File: config.mk
export PLATFORM = sky130hd
export DESIGN_NAME = shift_register_sequencer
export DESIGN_NICKNAME = d
export VERILOG_FILES = /design/src/core/shift_seq_pkg.sv /design/src/core/bidir_shift8.sv /design/src/core/shift_register_sequencer.sv /design/src/core/shift_stage4.sv
export VERILOG_INCLUDE_DIRS = /design/src /design/src/core
export SDC_FILE = /design/constraint.sdc
export NUM_CORES = 1
export LEC_CHECK = 0
export BUFFER_PORTS_ARGS = -buffer_cell sky130_fd_sc_hd__buf_2
export CAP_MARGIN = 20
export CORE_MARGIN = 2
export CORE_UTILIZATION = 47
export CTS_CLUSTER_SIZE = 40
export DETAILED_ROUTE_END_ITERATION = 7
export GPL_TIMING_DRIVEN = 0
export PLACE_DENSITY = 0.81
export SYNTH_ARGS = -nofsm -noshare
export SYNTH_HDL_FRONTEND = slang
export SYNTH_HIERARCHICAL = 1
export SYNTH_SLANG_ARGS = --single-unit
File: constraint.sdc
create_clock -name clk -period 2.05 [get_ports clk]
set_input_delay 0.41 -clock clk [delete_from_list [all_inputs] [get_ports clk]]
set_output_delay 0.41 -clock clk [all_outputs]
set_load 0.01 [all_outputs]
File: src/core/shift_seq_consts.svh
// constant figures for the shift register sequencer
// assumes inclusion by bare name from any core file
`ifndef SHIFT_SEQ_CONSTS_SVH
`define SHIFT_SEQ_CONSTS_SVH

// ==========================================
// register byte offsets
`define OFS_CTRL 8'h00
`define OFS_MOD_START 8'h04
`define OFS_STATUS 8'h08

// ==========================================
// control register fields
`define CTRL_MODE_LSB 0
`define CTRL_MODE_MSB 2
`define CTRL_TAP_BIT 4
`define CTRL_LOCK_BIT 5

// ==========================================
// status register fields
`define STAT_Q4_LSB 0
`define STAT_Q8_LSB 8
`define STAT_END_BIT 16

// ==========================================
// reset values and sequence words
`define RST_MODE 3'h0
`define RST_MOD_START 4'h7
`define RING_WORD 4'h8
`define END_WORD 4'hE
`define ALL_ONES 4'hF

`endif

File: src/core/shift_seq_pkg.sv
// types shared by the shift register sequencer files
// assumes the constants header is compiled alongside
package shift_seq_pkg;

  // ==========================================
  // sequencer modes of the four-stage register
  typedef enum logic [2:0] {
    MODE_PIN   = 3'b000,
    MODE_RING  = 3'b001,
    MODE_TWIST = 3'b010,
    MODE_MODN  = 3'b011
  } mode_e;

  // ==========================================
  // direction codes of the eight-stage register
  typedef enum logic [1:0] {
    DIR_HOLD  = 2'b00,
    DIR_RIGHT = 2'b01,
    DIR_LEFT  = 2'b10,
    DIR_RSVD  = 2'b11
  } dir_e;

endpackage

File: src/core/bidir_shift8.sv
// eight-stage left/right shift register with hold
// assumes a free-running clock and same-domain controls
`timescale 1ns/1ps
module bidir_shift8 #(
  parameter int WIDTH = 8
) (
  // clock and reset
  input wire logic clk,
  input wire logic rst_n,
  input wire logic ce,
  // direction control
  input wire shift_seq_pkg::dir_e dir,
  // serial entry
  input wire logic ser_right_in,
  input wire logic ser_left_in,
  // stage outputs, first stage in the msb
  output logic [WIDTH-1:0] q
);
  import shift_seq_pkg::*;

  // ==========================================
  // elaboration check
  initial begin
    if (WIDTH < 2) begin
      $error("bidir_shift8 needs at least two stages");
    end
  end

  // ==========================================
  // stages, falling-edge triggered
  always_ff @(negedge clk or negedge rst_n) begin
    if (!rst_n) begin
      q <= '0;
    end else if (ce) begin
      unique case (dir)
        DIR_RIGHT: begin
          q <= {ser_right_in, q[WIDTH-1:1]};
        end
        DIR_LEFT: begin
          q <= {q[WIDTH-2:0], ser_left_in};
        end
        DIR_HOLD, DIR_RSVD: begin
          q <= q; // code 11 is unused, held safe
        end
      endcase
    end
  end

endmodule

File: src/core/shift_register_sequencer.sv
// shift register sequencer top: four-stage register with ring,
// twisted ring and modulo-n sequencers, plus an eight-stage
// left/right register, configured over an apb slave.
// assumes all pin inputs come from logic on clk, so no
// synchroniser is placed on them.
`timescale 1ns/1ps
`include "shift_seq_consts.svh"
module shift_register_sequencer #(
  parameter int ADDR_W = 8
) (
  // clock, reset, enable
  input wire logic clk,
  input wire logic rst_n,
  input wire logic ce,
  // apb slave
  input wire logic [ADDR_W-1:0] paddr,
  input wire logic psel,
  input wire logic penable,
  input wire logic pwrite,
  input wire logic [31:0] pwdata,
  output logic [31:0] prdata,
  output logic pready,
  output logic pslverr,
  // four-stage register pins
  input wire logic ctl_load,
  input wire logic ctl_shift,
  input wire logic ser_in,
  input wire logic [3:0] par_in,
  // eight-stage register pins
  input wire shift_seq_pkg::dir_e dir_ctl,
  input wire logic ser_right_in,
  input wire logic ser_left_in,
  // stage outputs
  output logic [3:0] q4,
  output logic [7:0] q8,
  output logic period_end
);
  import shift_seq_pkg::*;

  // ==========================================
  // elaboration check
  initial begin
    // the offset decode reads the low address byte
    if (ADDR_W < 8) begin
      $error("address too narrow for the register map");
    end
  end

  // ==========================================
  // helper functions

  // end-of-period detection, used by control and status
  function automatic logic is_end(input logic [3:0] s);
    is_end = (s == `END_WORD);
  endfunction

  // all-ones lock-up state of the modulo recurrence
  function automatic logic is_ones(input logic [3:0] s);
    is_ones = (s == `ALL_ONES);
  endfunction

  // register offset match on the low address byte
  function automatic logic hit(input logic [ADDR_W-1:0] a, input logic [7:0] ofs);
    hit = (a[7:0] == ofs);
  endfunction

  // ==========================================
  // configuration registers
  mode_e mode_q;
  logic tap_q;
  logic lock_q;
  logic [3:0] mod_start_q;

  // ==========================================
  // apb handshake state
  logic pready_q;
  logic pslverr_q;
  logic [31:0] prdata_q;
  logic access;
  logic mapped;
  logic [31:0] rdata_d;

  // ==========================================
  // sequencer wiring
  logic seq_load;
  logic seq_shift;
  logic seq_ser;
  logic [3:0] seq_par;
  logic [3:0] q4_w;
  logic [7:0] q8_w;
  logic end_q;
  logic a_s;
  logic b_s;
  logic c_s;
  logic d_s;
  logic mod_fb;
  logic ring_zero;

  // access phase still waiting for its answer
  assign access = psel && penable && !pready_q;

  // decode of the three mapped words
  assign mapped = hit(paddr, `OFS_CTRL) || hit(paddr, `OFS_MOD_START) || hit(paddr, `OFS_STATUS);

  // ==========================================
  // read mux
  always_comb begin
    rdata_d = 32'h0000_0000;
    if (hit(paddr, `OFS_CTRL)) begin
      rdata_d[`CTRL_MODE_MSB:`CTRL_MODE_LSB] = mode_q;
      rdata_d[`CTRL_TAP_BIT] = tap_q;
      rdata_d[`CTRL_LOCK_BIT] = lock_q;
    end else if (hit(paddr, `OFS_MOD_START)) begin
      rdata_d[3:0] = mod_start_q;
    end else if (hit(paddr, `OFS_STATUS)) begin
      rdata_d[`STAT_Q4_LSB +: 4] = q4_w;
      rdata_d[`STAT_Q8_LSB +: 8] = q8_w;
      rdata_d[`STAT_END_BIT] = end_q;
    end
  end

  // ==========================================
  // apb answer: one wait state, so pready and the read
  // data both leave flip-flops as the top outputs demand
  always_ff @(posedge clk or negedge rst_n) begin
    if (!rst_n) begin
      pready_q <= 1'b0;
      pslverr_q <= 1'b0;
      prdata_q <= 32'h0000_0000;
    end else if (ce) begin
      pready_q <= access;
      pslverr_q <= access && !mapped;
      if (access && !pwrite) begin
        prdata_q <= mapped ? rdata_d : 32'h0000_0000;
      end
    end
  end

  // ==========================================
  // register writes, only at the completing edge;
  // the status word is read-only and ignores writes
  always_ff @(posedge clk or negedge rst_n) begin
    if (!rst_n) begin
      mode_q <= mode_e'(`RST_MODE);
      tap_q <= 1'b0;
      lock_q <= 1'b0;
      mod_start_q <= `RST_MOD_START;
    end else if (ce && psel && penable && pready_q && pwrite) begin
      if (hit(paddr, `OFS_CTRL)) begin
        mode_q <= mode_e'(pwdata[`CTRL_MODE_MSB:`CTRL_MODE_LSB]);
        tap_q <= pwdata[`CTRL_TAP_BIT];
        lock_q <= pwdata[`CTRL_LOCK_BIT];
      end else if (hit(paddr, `OFS_MOD_START)) begin
        mod_start_q <= pwdata[3:0];
      end
    end
  end

  // ==========================================
  // named stages, a is the first stage
  assign a_s = q4_w[3];
  assign b_s = q4_w[2];
  assign c_s = q4_w[1];
  assign d_s = q4_w[0];

  assign ring_zero = !(a_s || b_s || c_s);

  assign mod_fb = tap_q ? !(a_s ^ d_s) : !(c_s ^ d_s);

  // ==========================================
  // control and data steering for the four stages;
  // the start word is a config register, so the outside
  // must leave it alone while a preload may happen
  always_comb begin
    seq_load = 1'b0;
    seq_shift = 1'b0;
    seq_ser = 1'b0;
    seq_par = 4'h0;
    unique case (mode_q)
      MODE_RING: begin
        seq_shift = !ring_zero;
        seq_load = ring_zero;
        // zeros enter, so any stray ones drain out within three shifts
        seq_ser = 1'b0;
        seq_par = `RING_WORD;
      end
      MODE_TWIST: begin
        // gate with a or not c escapes unused loop
        seq_shift = 1'b1;
        seq_ser = !d_s && (a_s || !c_s);
      end
      MODE_MODN: begin
        seq_ser = mod_fb;
        seq_par = mod_start_q;
        if (is_ones(q4_w)) begin
          seq_load = 1'b1;
        end else if (is_end(q4_w) && lock_q) begin
          seq_load = 1'b0;
        end else if (is_end(q4_w)) begin
          seq_load = 1'b1;
        end else begin
          seq_shift = 1'b1;
        end
      end
      default: begin
        seq_load = ctl_load;
        seq_shift = ctl_shift;
        seq_ser = ser_in;
        seq_par = par_in;
      end
    endcase
  end

  // ==========================================
  // four-stage register
  shift_stage4 #(
    .WIDTH(4)
  ) u_stage4 (
    .clk(clk),
    .rst_n(rst_n),
    .ce(ce),
    .load(seq_load),
    .shift(seq_shift),
    .ser_in(seq_ser),
    .par_in(seq_par),
    .q(q4_w)
  );

  // ==========================================
  // eight-stage left/right register
  bidir_shift8 #(
    .WIDTH(8)
  ) u_shift8 (
    .clk(clk),
    .rst_n(rst_n),
    .ce(ce),
    .dir(dir_ctl),
    .ser_right_in(ser_right_in),
    .ser_left_in(ser_left_in),
    .q(q8_w)
  );

  // ==========================================
  // end-of-period flag, aligned with the stages
  always_ff @(negedge clk or negedge rst_n) begin
    if (!rst_n) begin
      end_q <= 1'b0;
    end else if (ce) begin
      end_q <= (mode_q == MODE_MODN) && is_end({seq_ser, q4_w[3:1]}) && seq_shift;
    end
  end

  // ==========================================
  // outputs straight from flip-flops
  assign q4 = q4_w;
  assign q8 = q8_w;
  assign period_end = end_q;
  assign pready = pready_q;
  assign pslverr = pslverr_q;
  assign prdata = prdata_q;

endmodule

File: src/core/shift_stage4.sv
// four-stage shift register with serial and parallel entry
// assumes controls settle between falling clock edges
`timescale 1ns/1ps
module shift_stage4 #(
  parameter int WIDTH = 4
) (
  // clock and reset
  input wire logic clk,
  input wire logic rst_n,
  input wire logic ce,
  // controls
  input wire logic load,
  input wire logic shift,
  // data entry
  input wire logic ser_in,
  input wire logic [WIDTH-1:0] par_in,
  // stage outputs, first stage in the msb
  output logic [WIDTH-1:0] q
);

  // ==========================================
  // elaboration check
  initial begin
    if (WIDTH < 2) begin
      $error("shift_stage4 needs at least two stages");
    end
  end

  // ==========================================
  // stages, falling-edge triggered
  // clear forces zero
  always_ff @(negedge clk or negedge rst_n) begin
    if (!rst_n) begin
      q <= '0;
    end else if (ce) begin
      if (shift) begin
        q <= {ser_in, q[WIDTH-1:1]};
      end else if (load) begin
        q <= par_in;
      end
    end
  end

endmodule

; Word-level counts from Yosys, hierarchy flattened
; Cells that the tools add are included.
[word_totals]
ff_bits = 56
inputBits = 57
out_inout_bits = 47
[classes]
n_eq_ne = 11
muxes = 23
bitwise_logic = 4
n_reduce_logical = 34
[op_table]
columns = op, count
row1 = two-way mux 9 bit, 3
row2 = two-way mux 17 bit, 1
row3 = two-way mux 4 bit, 4
row4 = one-hot mux 8 bit (2 select lines), 1
row5 = "== test 4 bit, second input constant", 3
row6 = logical AND 1 bit, 12
row7 = one-hot mux 4 bit (3 select lines), 1
row8 = one-hot mux 1 bit (3 select lines), 3
row9 = "== test 8 x 3 -> 1 bit, second input constant", 1
row10 = "== test 8 x 4 -> 1 bit, second input constant", 1
row11 = logical NOT 1 bit, 8
row12 = logical NOT 8 bit, 1
row13 = two-way mux 1 bit, 8
row14 = AND reduction 2 bit, 4
row15 = "== test 3 x 2 -> 1 bit, second input constant", 2
row16 = logical OR 1 bit, 5
row17 = "== test 2 bit, second input constant", 2
row18 = "== test 3 x 1 -> 1 bit, second input constant", 1
row19 = two-way mux 3 bit, 1
row20 = AND reduction 3 bit, 1
row21 = "== test 2 x 1 -> 1 bit, second input constant", 1
row22 = logical NOT 2 bit, 1
row23 = two-way mux 2 bit, 1
row24 = NOT 1 bit, 2
row25 = other kinds (3), 4

; Longest topological paths before layout
; Gate-level depths: netlist of run 1.
[depth]
depth_word = 7
depth_mapped = 8
mapped_depth_nobuf = 8

; Modules after synthesis
; The synthesis of run 1 kept the hierarchy.
[by_module_without_submodules]
columns = mod, instances, cells_per_inst, area_per_inst_um2
row1 = shift_register_sequencer, 1, 165, 1557.7
row2 = bidir_shift8, 1, 29, 420.4
row3 = shift_stage4, 1, 23, 225.2

==> metrics, run 1 <==
remaining routing DRC violations=0; pre-CTS WS=-0.808 ns; CTS sink cnt=39; Max clock buf depth=2; CTS HTree Levels=2; CTS tree=built; Commonest cells post-synth=nand2_1, dfrtp_1, mux2_2; PnR worst setup slack=-0.641 ns; Die Ht=72.5 um; CP Cell Sequence=nor2b_4, and2_4, o2111ai_2, and3_4, or2_1, a21oi_2, nor3_2; Pins Over Slew Limit=0; antenna violations before repair=0; critical path type=register to register; Vias=2029; CTS clk-pin slew, worst paths=0.07 ns; post-detail-place hpwl=3850 um; VDD IR max=0.362 mV; R2R depth=7; commonest register cell after synthesis=dfrtp_1; post-synthesis area per instance=10.2 um^2; largest area contributor in the netlist=dfrtp_1; most common cell in the netlist=nand2_1; synth top area cells=dfrtp_1, dfrtn_1, mux2_2, buf_4, nand2_1; Mapped Cells=217; Worst Path Required=1.17 ns; critical path depth=7; post-layout util=0.708; Critical-path top delay cell=dfrtp_2; Final Hold Slack=0.238 ns; routed wire length=6110 um; Post-synth EDFFs=0; P per Cell Area=744 nW/um^2; Arr. time, crit path=1.81 ns; RSZ-0062 raised after global routing=yes; register area share after synthesis=0.445; final setup fails=28; first-pass GRT wire length=9520 um; max_cap viols=0; CP max stage delay=0.43 ns; via/cell ratio=5.35; initial core utilization=0.496; wire length per cell=16.1 um; worst path bufs/invs=0; root buf cell=clkbuf_8; CP Max Fanout=5; share of the synthesized area in the top cell type=0.261; Rows=24; distinct cell type count after synthesis=47; DRT antenna net count=0; status=finished with violations; leakage=1.56 nW; Hold WC Path Type=input port to asynchronous set/reset pin; fraction of layout cells with a size suffix above 1=0.502; Worst setup SP type=register; Pre-antenna DRT Iters=4; vias in the first global route=1956; Area growth, synth to finish=42.8%; ANT cells=0; Core ar.=4440 um^2; Ys Warns=6; Crit path max-delay family=simple AND/OR/NAND/NOR gates; Boundary Pins=104; PortBufs=59; worst-margin pin slew=0.870 ns; CTS Hold Bufs=0; area of the mapped netlist=2200 um^2; GRT Overall Usage=0.238; critical path endpoint category=register; die width=72.5 um; Skew-Pair Late Insertion Delay=0.29 ns; Relative slew margins=0.420; nets=387; Iter 0 DRT Violations=130; largest net degree at the start of global routing=40; failing checks=negative setup slack; CTS buffer count=5; total grt overflow=0; placer's final routability congestion estimate=0.902; flops & latches, synth=39; die footprint=5250 um^2; Worst Skew=0.00726 ns; final hold violations=0; Synth async-reset ratio=1.00
power breakdown:
part           switching [mW]  internal (mW)
combinational           0.415          0.504
clock                   0.266          0.238
sequential             0.0495          0.867
kinds of logic after synthesis:
| group | count (synthesis) | synth area share |
|---|---|---|
| compound gates | 47 | 0.135 |
| other cells | 1 | 0.00170 |
| fa+ha+maj | 4 | 0.0227 |
| buf+inv | 32 | 0.0874 |
| simple gates | 63 | 0.154 |
| mux | 30 | 0.151 |
| xor+xnor | 1 | 0.00398 |
| flops | 39 | 0.445 |
per-layer routing:
metal	GRT usage	up-vias	part of all wire
met5	0	-	0
met3	0.0417	9	0.053
met4	0.0864	0	0.010
met1	0.302	996	0.41
met2	0.407	71	0.53
li1	-	953	-
worst paths after layout:
kind | end | startpoint | slack [ns]
worst max-delay path | u_stage4/q[3] | mode_q[1] | -0.64
worst min-delay path | mode_q[0] | rst_n | 0.24
worst max register to register | u_stage4/q[3] | mode_q[1] | -0.64
worst min register to register | prdata[8] | prdata[8] | 0.48
max in group asynchronous | period_end | rst_n | 0.33
min in group clk | mod_start_q[3] | pwdata[3] | 0.35
cell usage in the layout, fill, tap and decap left out, drive strengths merged, types with 2 or more instances in the layout:
master	instances
nor3	3
clkbuf	11
nand3b	2
dfrtn	13
o2111ai	2
dfstp	3
buf	106
inv	7
nand2	28
and3	2
a22o	5
or2	2
mux2	26
dfrtp	23
mux2i	4
nor2	7
ha	4
nand3	4
o21bai	2
a21oi	11
o21ai	15
o22ai	6
nor2b	7
conb	17
area by class of cell:
class	count	area (um^2)
plain buffers	24	204
clock buffers	6	72.6
clock inverters	2	12.5
fillers	318	1300
inverters	7	33.8
multi-input cells	162	1230
flip-flops and latches	39	982
well taps	52	65.1
repair buffers	87	541
metrics by stage:
| step | power [mW] | cells | cell area [um^2] | setup TNS [ns] |
|---|---|---|---|---|
| floorplan | 1.35 | 233 | 2350 | -5.13 |
| global placement | 1.55 | 344 | 2710 | -8.28 |
| detailed placement | 1.58 | 344 | 2710 | -9.21 |
| CTS | 2.25 | 372 | 3070 | -7.18 |
| global route | 2.45 | 379 | 3150 | -7.99 |
| finish | 2.34 | 379 | 3150 | -7.07 |
registers in the layout (all words and copies together), names as in the netlist:
register and cells:
tap_q 1, mode_q 3, mod_start_q 4, prdata 15
u_stage4/q 4, u_shift8/q 8, lock_q 1, pready 1
pslverr 1, period_end 1
repair_timing:
action,in CTS,in global routing
pin swaps,6,16
setup buffers,20,10
endpoints found under the hold margin,0,0
setup endpoints to repair,30,29
gates resized for setup,28,12
Power figures use the tool's default switching activity.
==> run 2, diff against run 1 <==
BUFFER_PORTS_ARGS = unset   (was -buffer_cell sky130_fd_sc_hd__buf_2)
CORE_UTILIZATION = 60   (was 47)
DONT_BUFFER_PORTS = 1   (was unset)
PLACE_DENSITY = 0.76   (was 0.81)
==> run 2 against run 1 <==
The flow still finishes with violations (negative setup slack); die area down 21%; utilization up 5.7 points; setup slack worse by 0.036 ns; first-iteration DRC count grew 10%; critical path type unchanged; largest cell class unchanged.
==> metrics, run 2 (synthesized netlist as in run 1, its figures left out) <==
status=finished with violations (unchanged); failing checks=negative setup slack (unchanged); Arr. time, crit path=1.85 ns (was 1.81 ns); post-detail-place hpwl=3620 um (was 3850 um); fraction of layout cells with a size suffix above 1=0.367 (was 0.502); placed insts=281 (was 344); Worst Path Required=1.17 ns (about the same); Critical-path top delay cell=dfrtp_1 (was dfrtp_2); P per Cell Area=727 nW/um^2 (was 744 nW/um^2); Worst setup SP type=register (unchanged); critical path endpoint category=register (unchanged); root buf cell=clkbuf_8 (unchanged); hold_sp=ce; Max clock buf depth=2 (unchanged); Hold Path Cell Cnt=1; via/cell ratio=5.77 (was 5.35); CP Max Fanout=4 (was 5); CP Cell Sequence=nor2b_4, and2_4, o2111ai_2, and3_4, or2_1, a21oi_2, nor3_2 (unchanged); pre-CTS WS=-0.859 ns (was -0.808 ns); Pre-antenna DRT Iters=4 (unchanged); Worst Skew=0.00919 ns (was 0.00726 ns); die footprint=4170 um^2 (was 5250 um^2); Boundary Pins=104 (unchanged); R2R depth=7 (unchanged); PnR worst setup slack=-0.677 ns (was -0.641 ns); ANT cells=0 (unchanged); Relative slew margins=0.601 (was 0.420); most frequent cells in the layout=nand2_1, buf_4, dfrtp_1, conb_1 (was buf_2, buf_4, nand2_1, dfrtp_1, conb_1); PortBufs=0 (was 59); wire length per cell=18.3 um (was 16.1 um); nets=317 (was 387); Critical Path Start=mode_q[1] (unchanged); GRT Overall Usage=0.278 (was 0.238); DRT antenna net count=0 (unchanged); first-pass GRT wire length=8550 um (was 9520 um); max reg flops=15 (unchanged); CTS buffer count=5 (unchanged); worst r2r src=mode_q[1] (unchanged); critical path type=register to register (unchanged); Core ar.=3610 um^2 (was 4440 um^2); post-layout util=0.765 (was 0.708); Area growth, synth to finish=25.2% (was 42.8%); antenna violations before repair=0 (unchanged); Post-Layout Cell Count=304 (was 379); CP max stage delay=0.40 ns (was 0.43 ns); routed wire length=5570 um (was 6110 um); vias in the first global route=1731 (was 1956); overall power=2.01 mW (was 2.34 mW); CTS clk-pin slew, worst paths=0.07 ns (about the same); VDD IR max=0.513 mV (was 0.362 mV); area post-placement=2410 um^2 (was 2710 um^2); final hold violations=0 (unchanged); largest net degree at the start of global routing=27 (was 40); Iter 0 DRT Violations=143 (was 130); Die Ht=64.6 um (was 72.5 um); Skew-Pair Late Insertion Delay=0.30 ns (was 0.29 ns); max_cap viols=0 (unchanged); total grt overflow=0 (unchanged); die width=64.6 um (was 72.5 um); worst-margin pin slew=0.596 ns (was 0.870 ns); final setup fails=30 (was 28); RSZ-0062 raised after global routing=yes (unchanged); Rows=22 (was 24); fin area=2760 um^2 (was 3150 um^2); leakage=1.24 nW (was 1.56 nW); CTS HTree Levels=2 (unchanged); Vias=1755 (was 2029); remaining routing DRC violations=0 (unchanged); Hold WC Path Type=input port to register (was input port to asynchronous set/reset pin); CTS tree=built (unchanged); initial core utilization=0.611 (was 0.496); placer's final routability congestion estimate=0.795 (was 0.902); Pins Over Slew Limit=0 (unchanged); CTS sink cnt=39 (unchanged)
-- run 2: cell count changes in the layout (fill, tap and decap cells not counted), moves of 2 or more --
| cell | change |
|---|---|
| buf_4 | -14 |
| a21oi_1 | -3 |
| dfrtp_1 | +2 |
| buf_6 | -2 |
| buf_8 | -2 |
| dfrtp_2 | -2 |
| a21oi_2 | +3 |
| buf_2 | -55 |
-- run 2: power by group --
group	internal (mW)	switching (mW)	leakage, nW	total (mW)
registers	0.866	0.187	0.507	1.05
clock network	0.234	0.250	0.0383	0.484
logic	0.268	0.202	0.691	0.469
-- run 2: final cells by class --
cell class                 instances  area, um^2
multi-input combinational        162        1270
inverter                           7        42.5
tap                               48        60.1
fill                             254         847
timing repair buffer              17         145
sequential                        39         980
buffer                            24         183
clock buffer                       7        76.3
-- run 2: stage by stage --
step	setup TNS [ns]	hold slack (ns)
after floorplan	-5.13	0.114
final	-6.55	0.209
after global placement	-6.55	0.115
after detailed placement	-7.15	0.115
after CTS	-6.32	0.206
after global routing	-7.46	0.205
-- run 2: metal layers --
| metal | global-route usage | wire, um | vias up |
|---|---|---|---|
| met5 | 0 | 0 | - |
| met4 | 0.149 | 153 | 0 |
| met3 | 0.0608 | 383 | 15 |
| met2 | 0.471 | 2820 | 75 |
| met1 | 0.329 | 2210 | 856 |
| li1 | - | - | 809 |
-- run 2: worst max-delay path: cells and delay by family, from the launching register on --
kind / cells / cell delay (ns)
and+or+nand+nor: 5 / 0.89
DFF: 1 / 0.40
AOI/OAI and AO/OA: 2 / 0.28
-- run 2: worst paths after layout --
kind / endpoint / slack (ns)
worst min register to register: prdata[8] / 0.56
worst max-delay path: u_stage4/q[3] / -0.68
worst max register to register: u_stage4/q[3] / -0.68
worst min-delay path: pready / 0.21
min in group asynchronous: lock_q / 0.56
max in group asynchronous: u_shift8/q[6] / 1.23
-- run 2: repair_timing --
item | CTS | global route
hold buffers | 2 | 0
endpoints found under the hold margin | 26 | 0
gates cloned | 0 | 0
pin swaps | 10 | 6
setup endpoints to repair | 30 | 30
buffers inserted | 14 | 1
gates resized for setup | 30 | 4
